===== src/common/dpswc_map.svh =====
`ifndef DPSWC_MAP_SVH
`define DPSWC_MAP_SVH
`define DPSWC_ADDR_CTRL 4'h0
`define DPSWC_ADDR_STATUS 4'h1
`define DPSWC_ADDR_WAKE 4'h2
`define DPSWC_ADDR_SETTLE 4'h3
`define DPSWC_CTRL_PORT_OPEN 0
`define DPSWC_CTRL_ANSWER 1
`define DPSWC_CTRL_DIAL 2
`define DPSWC_CTRL_OFF_HOOK 3
`define DPSWC_CTRL_SPEAKER 4
`define DPSWC_WAKE_EN 0
`define DPSWC_WAKE_STS 1
`define DPSWC_WAKE_STS_CHG 2
`define DPSWC_SETTLE_RESET 8'h10
`define DPSWC_SETTLE_NS 1600
`define DPSWC_CLK_NS 100
`define DPSWC_SETTLE_CYC \
    ((`DPSWC_SETTLE_NS + `DPSWC_CLK_NS - 1) / `DPSWC_CLK_NS)
`endif


===== src/common/dpswc_pkg.sv =====
package dpswc_pkg;
    // Gray-coded along D3 -> up -> D0 -> D1 -> down; the step down -> D3 flips two bits
    typedef enum logic [2:0] {
        DPSWC_D3 = 3'h0,
        DPSWC_UP_ISO = 3'h1,
        DPSWC_D0 = 3'h3,
        DPSWC_D1 = 3'h2,
        DPSWC_DOWN_ISO = 3'h6,
        DPSWC_WAKE_D0 = 3'h7
    } dpswc_state_type;

    typedef enum logic [1:0] {
        DPSWC_PS_D0 = 2'h0,
        DPSWC_PS_D1 = 2'h1,
        DPSWC_PS_D3 = 2'h3
    } dpswc_pstate_type;
endpackage


===== src/hw/dpswc_wake_path.sv =====
`timescale 1ns/1ps
// Wake path: gates, a ring edge-detect flop and one sticky flop, no processor in the loop
module dpswc_wake_path
(
    input wire logic clk_sys_i, // System clock
    input wire logic reset_i, // Sync reset, active high
    input wire logic ring_indicate_i, // Ring indicate from phone interface
    input wire logic wake_enable_i, // Wake enable bit
    input wire logic sys_sleeping_i, // System is asleep
    input wire logic wake_clear_i, // Software clear of wake status
    output logic wake_request_o, // Wake request upstream
    output logic wake_status_o // Sticky wake status
);
    logic ring_d_r;
    logic wake_status_r;
    logic ring_rise;

    assign ring_rise = ring_indicate_i & ~ring_d_r;
    // Combinational so it needs no powered plane and no clock gating
    assign wake_request_o = ring_indicate_i
        & wake_enable_i;

    always_ff @(posedge clk_sys_i)
    begin
        if (reset_i)
            ring_d_r <= 1'b0;
        else
            ring_d_r <= ring_indicate_i;
    end

    // Set wins over a clear in the same cycle
    always_ff @(posedge clk_sys_i)
    begin
        if (reset_i)
            wake_status_r <= 1'b0;
        else if (ring_rise & wake_enable_i & sys_sleeping_i)
            wake_status_r <= 1'b1;
        else if (wake_clear_i)
            wake_status_r <= 1'b0;
    end

    assign wake_status_o = wake_status_r;
endmodule // dpswc_wake_path


===== src/hw/dpswc_ctrl.sv =====
// The address-and-strobe port and the register offsets were decided locally.
`timescale 1ns/1ps
`include "dpswc_map.svh"
// Modem power-state sequencer with plane, isolation and wake control
module dpswc_ctrl
#(
    parameter int SETTLE_W = 8 // Width of settle counter
)
(
    input wire logic clk_sys_i, // System clock
    input wire logic reset_i, // Sync reset, active high
    input wire logic [3:0] reg_addr_i, // Register address
    input wire logic [31:0] reg_wdata_i, // Write data
    input wire logic reg_wr_i, // Write strobe
    input wire logic reg_rd_i, // Read strobe
    output logic [31:0] reg_rdata_o, // Read data, cycle after strobe
    input wire logic ring_indicate_i, // Ring indicate from phone interface
    input wire logic sys_sleeping_i, // System is sleeping
    output logic main_power_plane_o, // Main plane enable
    output logic line_plane_enable_o, // Line plane enable
    output logic main_iso_o, // Isolate main plane part
    output logic line_iso_o, // Isolate line plane part
    output logic modem_low_power_request_o, // Controller low power
    output logic modem_off_request_o, // Controller off
    output logic context_reset_o, // Context discard pulse
    output logic speaker_en_o, // Speaker on
    output logic off_hook_o, // Line off hook
    output logic wake_request_o, // Wake request upstream
    output logic sci_o, // Status change interrupt request
    output logic [1:0] power_state_o // Current device state
);
    // Needs at least 5 bits to hold the reset settle count
    if (SETTLE_W < 5 || SETTLE_W > 16)
    begin : g_bad_settle_w
        $error("SETTLE_W out of range");
    end

    dpswc_pkg::dpswc_state_type state_r, state_nxt;
    logic [4:0] ctrl_r;
    logic wake_en_r;
    logic chg_r;
    logic [SETTLE_W-1:0] settle_r;
    logic [SETTLE_W-1:0] settle_cnt_r;
    logic [31:0] rdata_r;
    logic wake_sts;
    logic wake_clr;
    logic chg_clr;
    logic settled;
    logic port_open;
    logic answer;
    logic dial;
    logic ring_in_answer;
    logic state_change;
    logic ctx_r;

    assign port_open = ctrl_r[`DPSWC_CTRL_PORT_OPEN];
    assign answer = ctrl_r[`DPSWC_CTRL_ANSWER];
    assign dial = ctrl_r[`DPSWC_CTRL_DIAL];
    assign ring_in_answer = ring_indicate_i & answer;
    assign settled = (settle_cnt_r == '0);
    assign wake_clr = reg_wr_i && reg_addr_i == `DPSWC_ADDR_WAKE
        && reg_wdata_i[`DPSWC_WAKE_STS];
    assign chg_clr = reg_wr_i && reg_addr_i == `DPSWC_ADDR_WAKE
        && reg_wdata_i[`DPSWC_WAKE_STS_CHG];

    // Registers; dial clears itself in D0 while answer is clear, so it reads as a request
    always_ff @(posedge clk_sys_i)
    begin
        if (reset_i)
            ctrl_r <= 5'h00;
        else if (reg_wr_i && reg_addr_i == `DPSWC_ADDR_CTRL)
            ctrl_r <= reg_wdata_i[4:0];
        else if (state_r == dpswc_pkg::DPSWC_D0 && !answer)
            ctrl_r[`DPSWC_CTRL_DIAL] <= 1'b0;
    end

    always_ff @(posedge clk_sys_i)
    begin
        if (reset_i)
            wake_en_r <= 1'b0;
        else if (reg_wr_i && reg_addr_i == `DPSWC_ADDR_WAKE)
            wake_en_r <= reg_wdata_i[`DPSWC_WAKE_EN];
    end

    always_ff @(posedge clk_sys_i)
    begin
        if (reset_i)
            settle_r <= SETTLE_W'(`DPSWC_SETTLE_RESET);
        else if (reg_wr_i && reg_addr_i == `DPSWC_ADDR_SETTLE)
            settle_r <= reg_wdata_i[SETTLE_W-1:0];
    end

    always_ff @(posedge clk_sys_i)
    begin
        if (reset_i)
            rdata_r <= 32'h0000_0000;
        else if (reg_rd_i)
        begin
            if (reg_addr_i == `DPSWC_ADDR_CTRL)
                rdata_r <= {27'h0, ctrl_r};
            else if (reg_addr_i == `DPSWC_ADDR_STATUS)
                rdata_r <= {26'h0, state_r, 1'b0, power_state_o};
            else if (reg_addr_i == `DPSWC_ADDR_WAKE)
                rdata_r <= {29'h0, chg_r, wake_sts, wake_en_r};
            else if (reg_addr_i == `DPSWC_ADDR_SETTLE)
                rdata_r <= {{(32 - SETTLE_W){1'b0}}, settle_r};
            else
                rdata_r <= 32'h0000_0000;
        end
        else
            rdata_r <= 32'h0000_0000;
    end
    assign reg_rdata_o = rdata_r;

    // Plane settle timer, reloaded on each plane switch
    always_ff @(posedge clk_sys_i)
    begin
        if (reset_i)
            settle_cnt_r <= '0;
        else if (state_nxt != state_r)
            settle_cnt_r <= settle_r;
        else if (!settled)
            settle_cnt_r <= settle_cnt_r - 1'b1;
    end

    // Next-state logic
    always_comb
    begin
        state_nxt = state_r;
        case (state_r)
            dpswc_pkg::DPSWC_D3:
                if (port_open)
                    state_nxt = dpswc_pkg::DPSWC_UP_ISO;
            dpswc_pkg::DPSWC_UP_ISO:
                // Planes on first, release isolation after they settle
                if (settled)
                    state_nxt = dpswc_pkg::DPSWC_D0;
            dpswc_pkg::DPSWC_D0:
                if (!port_open)
                    state_nxt = dpswc_pkg::DPSWC_DOWN_ISO;
                else if (answer && !dial)
                    state_nxt = dpswc_pkg::DPSWC_D1;
            dpswc_pkg::DPSWC_D1:
                if (!port_open)
                    state_nxt = dpswc_pkg::DPSWC_DOWN_ISO;
                else if (dial || ring_in_answer)
                    state_nxt = dpswc_pkg::DPSWC_WAKE_D0;
            dpswc_pkg::DPSWC_WAKE_D0:
                // Line plane returns; isolation held until it settles
                if (settled)
                    state_nxt = dpswc_pkg::DPSWC_D0;
            dpswc_pkg::DPSWC_DOWN_ISO:
                // Isolate first, drop planes after the settle interval
                if (settled)
                    state_nxt = dpswc_pkg::DPSWC_D3;
            default:
                state_nxt = dpswc_pkg::DPSWC_D3;
        endcase
    end

    always_ff @(posedge clk_sys_i)
    begin
        if (reset_i)
            state_r <= dpswc_pkg::DPSWC_D3;
        else
            state_r <= state_nxt;
    end

    // Plane, isolation and mode outputs by state
    always_ff @(posedge clk_sys_i)
    begin
        if (reset_i)
        begin
            main_power_plane_o <= 1'b0;
            line_plane_enable_o <= 1'b0;
            main_iso_o <= 1'b1;
            line_iso_o <= 1'b1;
            modem_low_power_request_o <= 1'b0;
            modem_off_request_o <= 1'b1;
            power_state_o <= dpswc_pkg::DPSWC_PS_D3;
        end
        else
        begin
            case (state_nxt)
                dpswc_pkg::DPSWC_D0:
                begin
                    main_power_plane_o <= 1'b1;
                    line_plane_enable_o <= 1'b1;
                    main_iso_o <= 1'b0;
                    line_iso_o <= 1'b0;
                    modem_low_power_request_o <= 1'b0;
                    modem_off_request_o <= 1'b0;
                    power_state_o <= dpswc_pkg::DPSWC_PS_D0;
                end
                dpswc_pkg::DPSWC_UP_ISO, dpswc_pkg::DPSWC_WAKE_D0:
                begin
                    main_power_plane_o <= 1'b1;
                    line_plane_enable_o <= 1'b1;
                    main_iso_o <= (state_nxt == dpswc_pkg::DPSWC_UP_ISO);
                    line_iso_o <= 1'b1;
                    modem_low_power_request_o <=
                        (state_nxt == dpswc_pkg::DPSWC_WAKE_D0);
                    modem_off_request_o <=
                        (state_nxt == dpswc_pkg::DPSWC_UP_ISO);
                    power_state_o <= power_state_o;
                end
                dpswc_pkg::DPSWC_D1:
                begin
                    main_power_plane_o <= 1'b1;
                    line_plane_enable_o <= 1'b0;
                    main_iso_o <= 1'b0;
                    line_iso_o <= 1'b1;
                    modem_low_power_request_o <= 1'b1;
                    modem_off_request_o <= 1'b0;
                    power_state_o <= dpswc_pkg::DPSWC_PS_D1;
                end
                dpswc_pkg::DPSWC_DOWN_ISO:
                begin
                    main_power_plane_o <= main_power_plane_o;
                    line_plane_enable_o <= line_plane_enable_o;
                    main_iso_o <= 1'b1;
                    line_iso_o <= 1'b1;
                    modem_low_power_request_o <= 1'b0;
                    modem_off_request_o <= 1'b1;
                    power_state_o <= power_state_o;
                end
                default:
                begin
                    main_power_plane_o <= 1'b0;
                    line_plane_enable_o <= 1'b0;
                    main_iso_o <= 1'b1;
                    line_iso_o <= 1'b1;
                    modem_low_power_request_o <= 1'b0;
                    modem_off_request_o <= 1'b1;
                    power_state_o <= dpswc_pkg::DPSWC_PS_D3;
                end
            endcase
        end
    end

    // Speaker and hook only honoured in full-on state
    always_ff @(posedge clk_sys_i)
    begin
        if (reset_i)
        begin
            speaker_en_o <= 1'b0;
            off_hook_o <= 1'b0;
        end
        else
        begin
            speaker_en_o <= (state_nxt == dpswc_pkg::DPSWC_D0)
                && ctrl_r[`DPSWC_CTRL_SPEAKER];
            off_hook_o <= (state_nxt == dpswc_pkg::DPSWC_D0)
                && ctrl_r[`DPSWC_CTRL_OFF_HOOK];
        end
    end

    // Context is lost on entering D3
    always_ff @(posedge clk_sys_i)
    begin
        if (reset_i)
            ctx_r <= 1'b0;
        else
            ctx_r <= (state_nxt == dpswc_pkg::DPSWC_D3)
                && (state_r != dpswc_pkg::DPSWC_D3);
    end
    assign context_reset_o = ctx_r;

    // Sticky power-state change flag drives the interrupt request
    assign state_change = (state_r != state_nxt)
        && (state_nxt == dpswc_pkg::DPSWC_D0
            || state_nxt == dpswc_pkg::DPSWC_D1
            || state_nxt == dpswc_pkg::DPSWC_D3);
    always_ff @(posedge clk_sys_i)
    begin
        if (reset_i)
            chg_r <= 1'b0;
        else if (state_change)
            chg_r <= 1'b1;
        else if (chg_clr)
            chg_r <= 1'b0;
    end
    assign sci_o = chg_r | wake_sts;

    dpswc_wake_path u_wake
    (
        .clk_sys_i(clk_sys_i),
        .reset_i(reset_i),
        .ring_indicate_i(ring_indicate_i),
        .wake_enable_i(wake_en_r),
        .sys_sleeping_i(sys_sleeping_i),
        .wake_clear_i(wake_clr),
        .wake_request_o(wake_request_o),
        .wake_status_o(wake_sts)
    );
endmodule // dpswc_ctrl


===== config.mk =====
export PLATFORM = sky130hd
export DESIGN_NAME = dpswc_ctrl
export DESIGN_NICKNAME = d
export VERILOG_FILES = /design/src/common/dpswc_pkg.sv /design/src/hw/dpswc_wake_path.sv /design/src/hw/dpswc_ctrl.sv
export VERILOG_INCLUDE_DIRS = /design/src /design/src/common
export SDC_FILE = /design/constraint.sdc
export NUM_CORES = 1
export LEC_CHECK = 0
export BUFFER_PORTS_ARGS = -buffer_cell sky130_fd_sc_hd__buf_2
export CAP_MARGIN = 20
export CORE_ASPECT_RATIO = 1.25
export CORE_MARGIN = 2
export CORE_UTILIZATION = 35
export CTS_CLUSTER_DIAMETER = 120
export DETAILED_ROUTE_END_ITERATION = 8
export HOLD_SLACK_MARGIN = 0.05
export PLACE_DENSITY_LB_ADDON = 0.08
export SLEW_MARGIN = 10
export SYNTH_ARGS = -nofsm -noshare
export SYNTH_HDL_FRONTEND = slang
export SYNTH_SLANG_ARGS = --single-unit

===== constraint.sdc =====
create_clock -name clk_sys_i -period 3.86 [get_ports clk_sys_i]
set_input_delay 0.772 -clock clk_sys_i [delete_from_list [all_inputs] [get_ports clk_sys_i]]
set_output_delay 0.772 -clock clk_sys_i [all_outputs]
set_load 0.02 [all_outputs]

==> results of run 1 <==
==> synthesized netlist by cell type (2+ instances only) <==
| master | n |
|---|---|
| o21ai_1 | 5 |
| nand2b_1 | 5 |
| a311oi_1 | 2 |
| inv_1 | 8 |
| nor2_1 | 20 |
| a31oi_1 | 3 |
| mux2i_1 | 14 |
| xnor2_1 | 3 |
| clkbuf_1 | 8 |
| and2_1 | 9 |
| nor2b_1 | 3 |
| o21ai_0 | 4 |
| ha_1 | 2 |
| buf_4 | 25 |
| a211oi_1 | 2 |
| or2_2 | 2 |
| xor2_1 | 2 |
| a21oi_1 | 21 |
| nand3b_1 | 2 |
| and3_1 | 2 |
| nor3b_2 | 2 |
| nand3_1 | 8 |
| o31ai_1 | 3 |
| o211ai_1 | 4 |
| buf_2 | 2 |
| dfxtp_1 | 46 |
| nand2_1 | 21 |
| nor3_1 | 7 |
==> metrics by stage <==
step,instances,cell area (µm²)
finish,387,2590
global route,387,2590
CTS,387,2590
detailed placement,379,2510
global placement,379,2510
floorplan,289,2440
==> final timing paths <==
path	startpoint	endpoint	slack, ns
max	ring_indicate_i	settle_cnt_r[4]	1.79
min	u_wake.wake_status_o	u_wake.wake_status_o	0.49
max reg2reg	settle_cnt_r[1]	settle_cnt_r[4]	1.86
min reg2reg	u_wake.wake_status_o	u_wake.wake_status_o	0.49
==> power breakdown <==
group	total, W	internal, W	switching [W]
Sequential	0.000562	0.000515	0.0000469
Combinational	0.000364	0.000160	0.000204
Clock	0.000296	0.000128	0.000168
==> cells by family (layout without fill, tap and decap cells) <==
group	after synthesis	in the layout	share of synthesized area (%)
simple gates	91	91	21.8
other cells	1	24	0.160
compound gates	63	63	18.9
fa+ha+maj	2	2	1.06
buf+inv	44	55	11.1
mux	14	14	5.96
xor+xnor	5	5	1.86
flops	46	46	39.2
==> routing by layer <==
layer,vias to the layer above,wire length (µm)
met2,54,2740
met3,6,261
met1,890,2540
met5,-,0
li1,958,-
met4,0,77
==> flip-flops by register name (all words and copies together) (netlist names), 2 cells and up <==
| register | flops |
|---|---|
| state_r | 3 |
| settle_r | 8 |
| ctrl_r | 5 |
| settle_cnt_r | 8 |
| reg_rdata_o | 8 |
| power_state_o | 2 |
==> cell type report <==
type	count	area, µm²	area share [%]
sequential	46	921	35.5
multi-input combinational	199	1250	48.3
timing repair buffer	38	190	7.33
inverter	9	33.8	1.30
clock buffer	6	72.6	2.80
clock inverter	2	13.8	0.531
tap	87	109	4.20
==> worst max-delay path, cell delays in order <==
cell	delay, ns
buf_2	0.14
a21o_1	0.21
a221oi_1	0.33
o221ai_1	0.32
nor4_1	0.41
a31o_1	0.14
==> summary.md, run 1 <==
| Metric | Value |
|---|---|
| Status | `completed` |
| NumNets Final | `between 300 and 400` |
| Gr busiest metal | `met2` |
| M3 GR Usage | `2.37%` |
| First-pass GRT wire length | `9.13 mm` |
| Synthesis Warnings | `0` |
| Fmax | `0.482 GHz` |
| Mapped Cells | `around 270` |
| Die area | `7390 µm²` |
| Die H | `95.6 µm` |
| Post-route ant nets | `0` |
| Synth area leader | `dfxtp_1` |
| Worst slew margin | `54.6%` |
| Mean post-synth cell area | `8.83 µm²` |
| Max Slew Vio Count | `0` |
| Post-layout power | `0.00122 W` |
| Routed wire length | `5.62 mm` |
| Area delta synth->final | `10.4%` |
| Post-CTS Hold Buffers | `0` |
| Per-cell routed wire length | `around 15 µm` |
| Initial Util | `between 30% and 40%` |
| Setup bufs post-CTS | `0` |
| Buffers added on ports | `38` |
| Max Fanout on Critical Path | `6` |
| Cell variety after synth | `59` |
| CTS H-tree depth | `2` |
| Post-DP HPWL | `4.22 mm` |
| Die span in x | `77.3 µm` |
| Commonest non-fill, non-tap cell in the layout | `dfxtp_1` |
| Worst EP arrival | `2.32 ns` |
| Fraction of registers with async set/reset | `0%` |
| Antenna cell count | `0` |
| Clock transition at path regs | `0.09 ns` |
| Iter 0 DRT Violations | `50` |
| Clock Skew | `0.00193 ns` |
| # rows | `33` |
| Pre-CTS WS | `1.45 ns` |
| Num CTS Buffers | `5` |
| Most frequent cells in the layout | `46 x dfxtp_1, 38 x buf_2, 24 x conb_1, 21 x nand2_1, 21 x a21oi_1` |
| Vias | `approximately 1900` |
| Initial antenna violation count | `0` |
| Hold WC Path Type | `register to register` |
| Unrepaired setup endpoints after global routing | `false` |
| # fillers | `717` |
| Worst Hold Depth | `2` |
| Reg2reg path depth | `7` |
| Core Box Area | `6520 µm²` |
| Worst-Margin Slew | `0.675 ns` |
| Vias per Instance | `4.93` |
| Lkg Pwr | `between 1 and 1.5 nW` |
| Post-cts resize count | `0` |
| Crit path kind | `input pin to register` |
| M1 GR Usage | `20.5%` |
| Boundary Pins | `87` |
| Residual DRC | `0` |
| GP Congestion | `0.789` |
| Crit path time final | `2.07 ns` |
| Final hold vios | `0` |
| Vias in the first global route | `1800` |
| Final setup viols | `0` |
| Top FF cell, synth | `dfxtp_1` |
| Post-synth top area share | `approximately two fifths` |
| Overflow after GRT | `0` |
| DRT Pass-1 Iters | `4` |
| WHS | `between 0.4 and 0.5 ns` |
| Root buffer cell | `clkbuf_8` |
| Startpoint types | `input pin` |
| Clock buffer depth | `2` |
| Final TNS setup | `0 ns` |
| Synth Cell Area | `about 2300 µm²` |
| Fin crit share | `a little over half` |
| Final worst-path setup slack | `1.79 ns` |
| Post-synth EDFFs | `0` |
| #FFs+latches synth | `46` |
| GRT Overall Usage | `between 10% and 20%` |
| Fin util | `39.8%` |
| Largest net degree at the start of global routing | `29` |
| Sequential fraction of the synthesis area | `39.2%` |
| Max-cap viol count | `0` |
| CTS tree | `yes` |
| Skew-Pair Late Insertion Delay | `about 0.3 ns` |
| GR Layer Usage met2 | `27.2%` |
| Critical path data required time | `4.11 ns` |
| Power density over cell area | `471 nW/µm²` |
| Sink Count | `46` |
| Share of cells above drive strength 1 | `between 20% and 30%` |
| VDD IR max | `225 µV` |
| Synth top area cells | `dfxtp_1 39%, buf_4 8.0%, mux2i_1 6.0%, a21oi_1 4.5%, nand2_1 3.4%` |
| CP endpoint kind | `register` |
Power figures use the tool's default switching activity.
==> inputs of run 2 (changes only) <==
Settings changed: ABC_AREA set to 1.
Clock period 3.86 ns to 2.08 ns, I/O delays scaled along.
==> summary.md, run 2 <==
| Metric | Value |
|---|---|
| Initial Util | `35.9%` |
| Residual DRC | `0` |
| Lkg Pwr | `1.24 nW` |
| CP endpoint kind | `register` |
| CTS H-tree depth | `2` |
| Vias per Instance | `about 4.5` |
| Fmax | `0.549 GHz` |
| #FFs+latches synth | `46` |
| Core Box Area | `around 6500 µm²` |
| Most frequent cell after synthesis | `dfxtp_1` |
| Top sig layer | `met4` |
| Top FF cell, synth | `dfxtp_1` |
| Iter 0 DRT Violations | `88` |
| WL met3 | `between 150 and 200 µm` |
| Placed Instances | `431` |
| Clock buffer depth | `2` |
| CTS tree | `yes` |
| Post-synth top area share | `39.6%` |
| Synthesis Warnings | `0` |
| Vias | `1960` |
| Worst EP arrival | `2.00 ns` |
| Startpoint types | `register` |
| Final setup viols | `0` |
| Hold WC Path Type | `input pin to register` |
| Most frequent cells in the layout | `46 x dfxtp_1, 38 x buf_2, 36 x nand2_1, 35 x inv_1, 29 x nor2_1` |
| Max Slew Vio Count | `0` |
| VDD IR max | `288 µV` |
| Max Fanout on Critical Path | `8` |
| DRT Pass-1 Iters | `4` |
| Mapped Cells | `300` |
| First-pass GRT wire length | `8.68 mm` |
| Die span in x | `76.9 µm` |
| # rows | `33` |
| Crit path time final | `1.82 ns` |
| Synth area leader | `dfxtp_1` |
| Area delta synth->final | `16.4%` |
| Clock transition at path regs | `0.09 ns` |
| Overflow after GRT | `0` |
| Skew-Pair Late Insertion Delay | `0.30 ns` |
| Num CTS Buffers | `5` |
| Post-cts resize count | `0` |
| Post-CTS Hold Buffers | `0` |
| Unrepaired setup endpoints after global routing | `false` |
| Sequential fraction of the synthesis area | `slightly below 40%` |
| Final hold vios | `0` |
| Synth cell count leaders | `46 x dfxtp_1, 36 x nand2_1, 35 x inv_1` |
| Mean post-synth cell area | `7.75 µm²` |
| Synth top area cells | `dfxtp_1 40%, buf_4 8.4%, nand2_1 5.8%, inv_1 5.6%, a21oi_1 5.6%` |
| Status | `completed` |
| Vias in the first global route | `1728` |
| Final TNS setup | `0 ns` |
| Final cell count without fillers | `438` |
| Die area | `7320 µm²` |
| Routed wire length | `5.49 mm` |
| GP Congestion | `0.859` |
| NumNets Final | `395` |
| Die H | `95.1 µm` |
| Critical path data required time | `around 2.3 ns` |
| Setup bufs post-CTS | `0` |
| Share of cells above drive strength 1 | `25.9%` |
| Largest net degree at the start of global routing | `17` |
| Crit path kind | `register to register` |
| Fraction of registers with async set/reset | `0%` |
| Fin crit share | `87.6%` |
| Sink Count | `46` |
| Met2 routed WL | `2.73 mm` |
| Post-DP HPWL | `4.28 mm` |
| # fillers | `709` |
| Cell variety after synth | `40` |
| Max-cap viol count | `0` |
| Antenna cell count | `0` |
| Initial antenna violation count | `0` |
| Clock Skew | `between 0.006 and 0.007 ns` |
| Per-cell routed wire length | `12.5 µm` |
| Post-synth EDFFs | `0` |
| Post-route ant nets | `0` |
| Synth Cell Area | `2330 µm²` |
| Commonest non-fill, non-tap cell in the layout | `dfxtp_1` |
| Buffers added on ports | `38` |
| Root buffer cell | `clkbuf_8` |
| GRT Overall Usage | `15.6%` |
| Met1 WL | `2.46 mm` |
| Power density over cell area | `972 nW/µm²` |
| Boundary Pins | `87` |
run 2: cells by family (layout without fill, tap and decap cells):
family | count (synthesis) | after routing | synth area share (%)
flops | 46 | 46 | 39.6
other cells | 1 | 24 | 0.161
fa+ha+maj | 2 | 2 | 1.08
compound gates | 66 | 66 | 16.2
simple gates | 108 | 108 | 24.7
buf+inv | 72 | 100 | 16.3
xor+xnor | 5 | 5 | 1.88
run 2: where the power goes:
part	internal, W	total, W	switching [W]
Sequential	0.000966	0.00102	0.0000519
Combinational	0.000374	0.000917	0.000543
Clock	0.000385	0.000694	0.000309
Total	0.00173	0.00263	0.000904
run 2: layout make-up:
class	count	area, µm²	share of cell area (%)
clock buffer	6	82.6	3.05
clock inverter	1	30.0	1.11
inverter	41	156	5.78
multi-input combinational	205	1110	41.1
sequential	46	921	34.0
tap	87	109	4.02
timing repair buffer	52	295	10.9
run 2: metrics by stage:
| stage | hold WS, ns | total power [W] | util, % | area [µm²] | worst slack [ns] |
|---|---|---|---|---|---|
| after floorplan | 0.431 | 0.00177 | - | 2410 | 0.489 |
| after global placement | 0.444 | 0.00197 | 40.0 | 2590 | 0.221 |
| after detailed placement | 0.449 | 0.00196 | 40.0 | 2590 | 0.211 |
| after CTS | 0.355 | 0.00266 | 41.7 | 2710 | 0.232 |
| after global routing | 0.359 | 0.00283 | 41.7 | 2710 | 0.0835 |
| final | 0.360 | 0.00263 | 41.7 | 2710 | 0.259 |
run 2: layer usage:
layer,vias up,GRT usage (%)
met3,9,2.56
met5,-,0
met4,0,6.67
met2,45,27.6
li1,1030,-
met1,876,18.9
run 2: final timing paths:
path | from | end | slack (ns) | cells past startpoint
worst min register to register | main_power_plane_o | main_power_plane_o | 0.46 | 1
worst max-delay path | state_r[2] | power_state_o[0] | 0.26 | 10
worst max register to register | state_r[2] | power_state_o[0] | 0.26 | 10
worst min-delay path | ring_indicate_i | u_wake.ring_d_r | 0.36 | 3
run 2: critical path: stages, from the launching register on:
cell and delay [ns]:
dfxtp_1 0.52, inv_1 0.16, nand3_1 0.10, nand2_1 0.07
clkinv_1 0.07, nand4_4 0.11, buf_4 0.18, inv_2 0.07
nand2_1 0.10, a21oi_1 0.18, o21ai_0 0.12
==> inputs of run 3 (changes only) <==
Settings changed: CORE_UTILIZATION 35 to 44.
==> summary.md, run 3 (synthesis gave the netlist of run 2 again) <==
| Metric | Value |
|---|---|
| CTS tree | `yes` |
| Fin area | `2590 µm²` |
| Post-route ant nets | `0` |
| Crit-path cells | `inv_1 > nand4_1 > nand4_4 > nand2_4 > nand3_4 > nand2_1 > nand2_1 > nor2_1 > nor2_1` |
| Most frequent cells in the layout | `46 x dfxtp_1, 38 x buf_2, 36 x nand2_1, 35 x inv_1, 29 x nor2_1` |
| Iter 0 DRT Violations | `95` |
| Boundary Pins | `87` |
| Top delay family on crit path | `simple AND/OR/NAND/NOR gates` |
| Register area | `921 µm²` |
| Die span in x | `69.0 µm` |
| First-pass GRT wire length | `8.16 mm` |
| Root buffer cell | `clkbuf_8` |
| Clock buffer depth | `2` |
| Worst Hold Depth | `3` |
| Share of cells above drive strength 1 | `23.9%` |
| GRT Overall Usage | `17.5%` |
| Num CTS Buffers | `5` |
| Max Slew Vio Count | `0` |
| # rows | `29` |
| Buffers added on ports | `38` |
| Critical-path top delay cell | `dfxtp_1` |
| Final hold vios | `0` |
| Post-layout power | `0.00246 W` |
| Vias per Instance | `between 4 and 5` |
| Skew-Pair Late Insertion Delay | `0.30 ns` |
| Post-CTS Hold Buffers | `0` |
| # fillers | `535` |
| Post-DP HPWL | `roughly 3.9 mm` |
| Largest net degree at the start of global routing | `18` |
| Residual DRC | `0` |
| Power density over cell area | `950 nW/µm²` |
| Routed wire length | `5.08 mm` |
| Final setup viols | `0` |
| Per-cell routed wire length | `~13 µm` |
| Sink Count | `46` |
| Antenna cell count | `0` |
| Worst EP arrival | `between 2 and 2.5 ns` |
| Commonest non-fill, non-tap cell in the layout | `dfxtp_1` |
| Max-cap viol count | `0` |
| CP endpoint kind | `register` |
| Setup bufs post-CTS | `0` |
| Crit path time final | `1.88 ns` |
| Startpoint types | `register` |
| Status | `completed` |
| Die area | `5890 µm²` |
| GP Congestion | `between 0.8 and 0.9` |
| NumNets Final | `386` |
| Crit path kind | `register to register` |
| Unrepaired setup endpoints after global routing | `false` |
| VDD IR max | `390 µV` |
| Vias | `roughly 1900` |
| Overflow after GRT | `0` |
| Final TNS setup | `0 ns` |
| Core Box Area | `slightly above 5000 µm²` |
| Initial antenna violation count | `0` |
| Area delta synth->final | `11.2%` |
| Fmax | `roughly 0.53 GHz` |
| Clock transition at path regs | `0.09 ns` |
| Vias in the first global route | `about 1700` |
| Post-cts resize count | `0` |
| Critical path data required time | `2.26 ns` |
| Clock Skew | `0.00494 ns` |
| Initial Util | `45.8%` |
| Die H | `85.3 µm` |
| Crit path depth | `9` |
| Fin crit share | `90.3%` |
| CTS H-tree depth | `2` |
| Max Fanout on Critical Path | `13` |
| Placement Cell Area | `2490 µm²` |
| Max incr delay on CP | `approximately 0.56 ns` |
| Area of the multi-input gates | `approximately 1100 µm²` |
| CP Buf/Inv Count | `1` |
| Hold WC Path Type | `input pin to register` |
| Lkg Pwr | `1.19 nW` |
| DRT Pass-1 Iters | `4` |
| Reg2reg path depth | `9` |
## run 3: cell count changes in the layout (fill, tap and decap cells not counted), sizes merged
cell,change
clkbuf,+1
bufinv,-1
clkinv,+1
buf,-9
## run 3: path summary, 6_finish.rpt
check	start	to	slack, ns
max	state_r[2]	settle_cnt_r[1]	0.20
min	ring_indicate_i	u_wake.ring_d_r	0.36
max reg2reg	state_r[2]	settle_cnt_r[1]	0.20
min reg2reg	ctrl_r[3]	off_hook_o	0.46
## run 3: worst min-delay path, cell delays in order
cell and delay, ns:
buf_2 0.13, inv_1 0.05, nor2_1 0.03
## run 3: layout make-up
class                   count  share of cell area (%)
inverters                  41                    6.05
well taps                  62                    3.00
multi-input cells         205                    43.0
flip-flops and latches     46                    35.6
repair buffers             43                    8.81
clock buffers               7                    3.34
clock inverters             1                   0.194
## run 3: report_power, final
part           internal [W]  switching [W]
combinational      0.000329       0.000537
clock              0.000269       0.000303
sequential         0.000966      0.0000525
total               0.00156       0.000893
## run 3: stage by stage
step | hold slack (ns) | util (%) | cells | setup slack, ns
after floorplan | 0.431 | - | 323 | 0.489
after global placement | 0.444 | 49.1 | 397 | 0.232
after detailed placement | 0.449 | 49.1 | 397 | 0.227
after CTS | 0.358 | 50.9 | 405 | 0.214
after global routing | 0.361 | 50.9 | 405 | 0.0496
final | 0.365 | 50.9 | 405 | 0.202
## run 3: layer usage
metal,global-route usage [%],routed length [µm]
met5,0,0
met4,6.42,34
met3,2.85,200
met2,30.0,2570
met1,22.3,2270
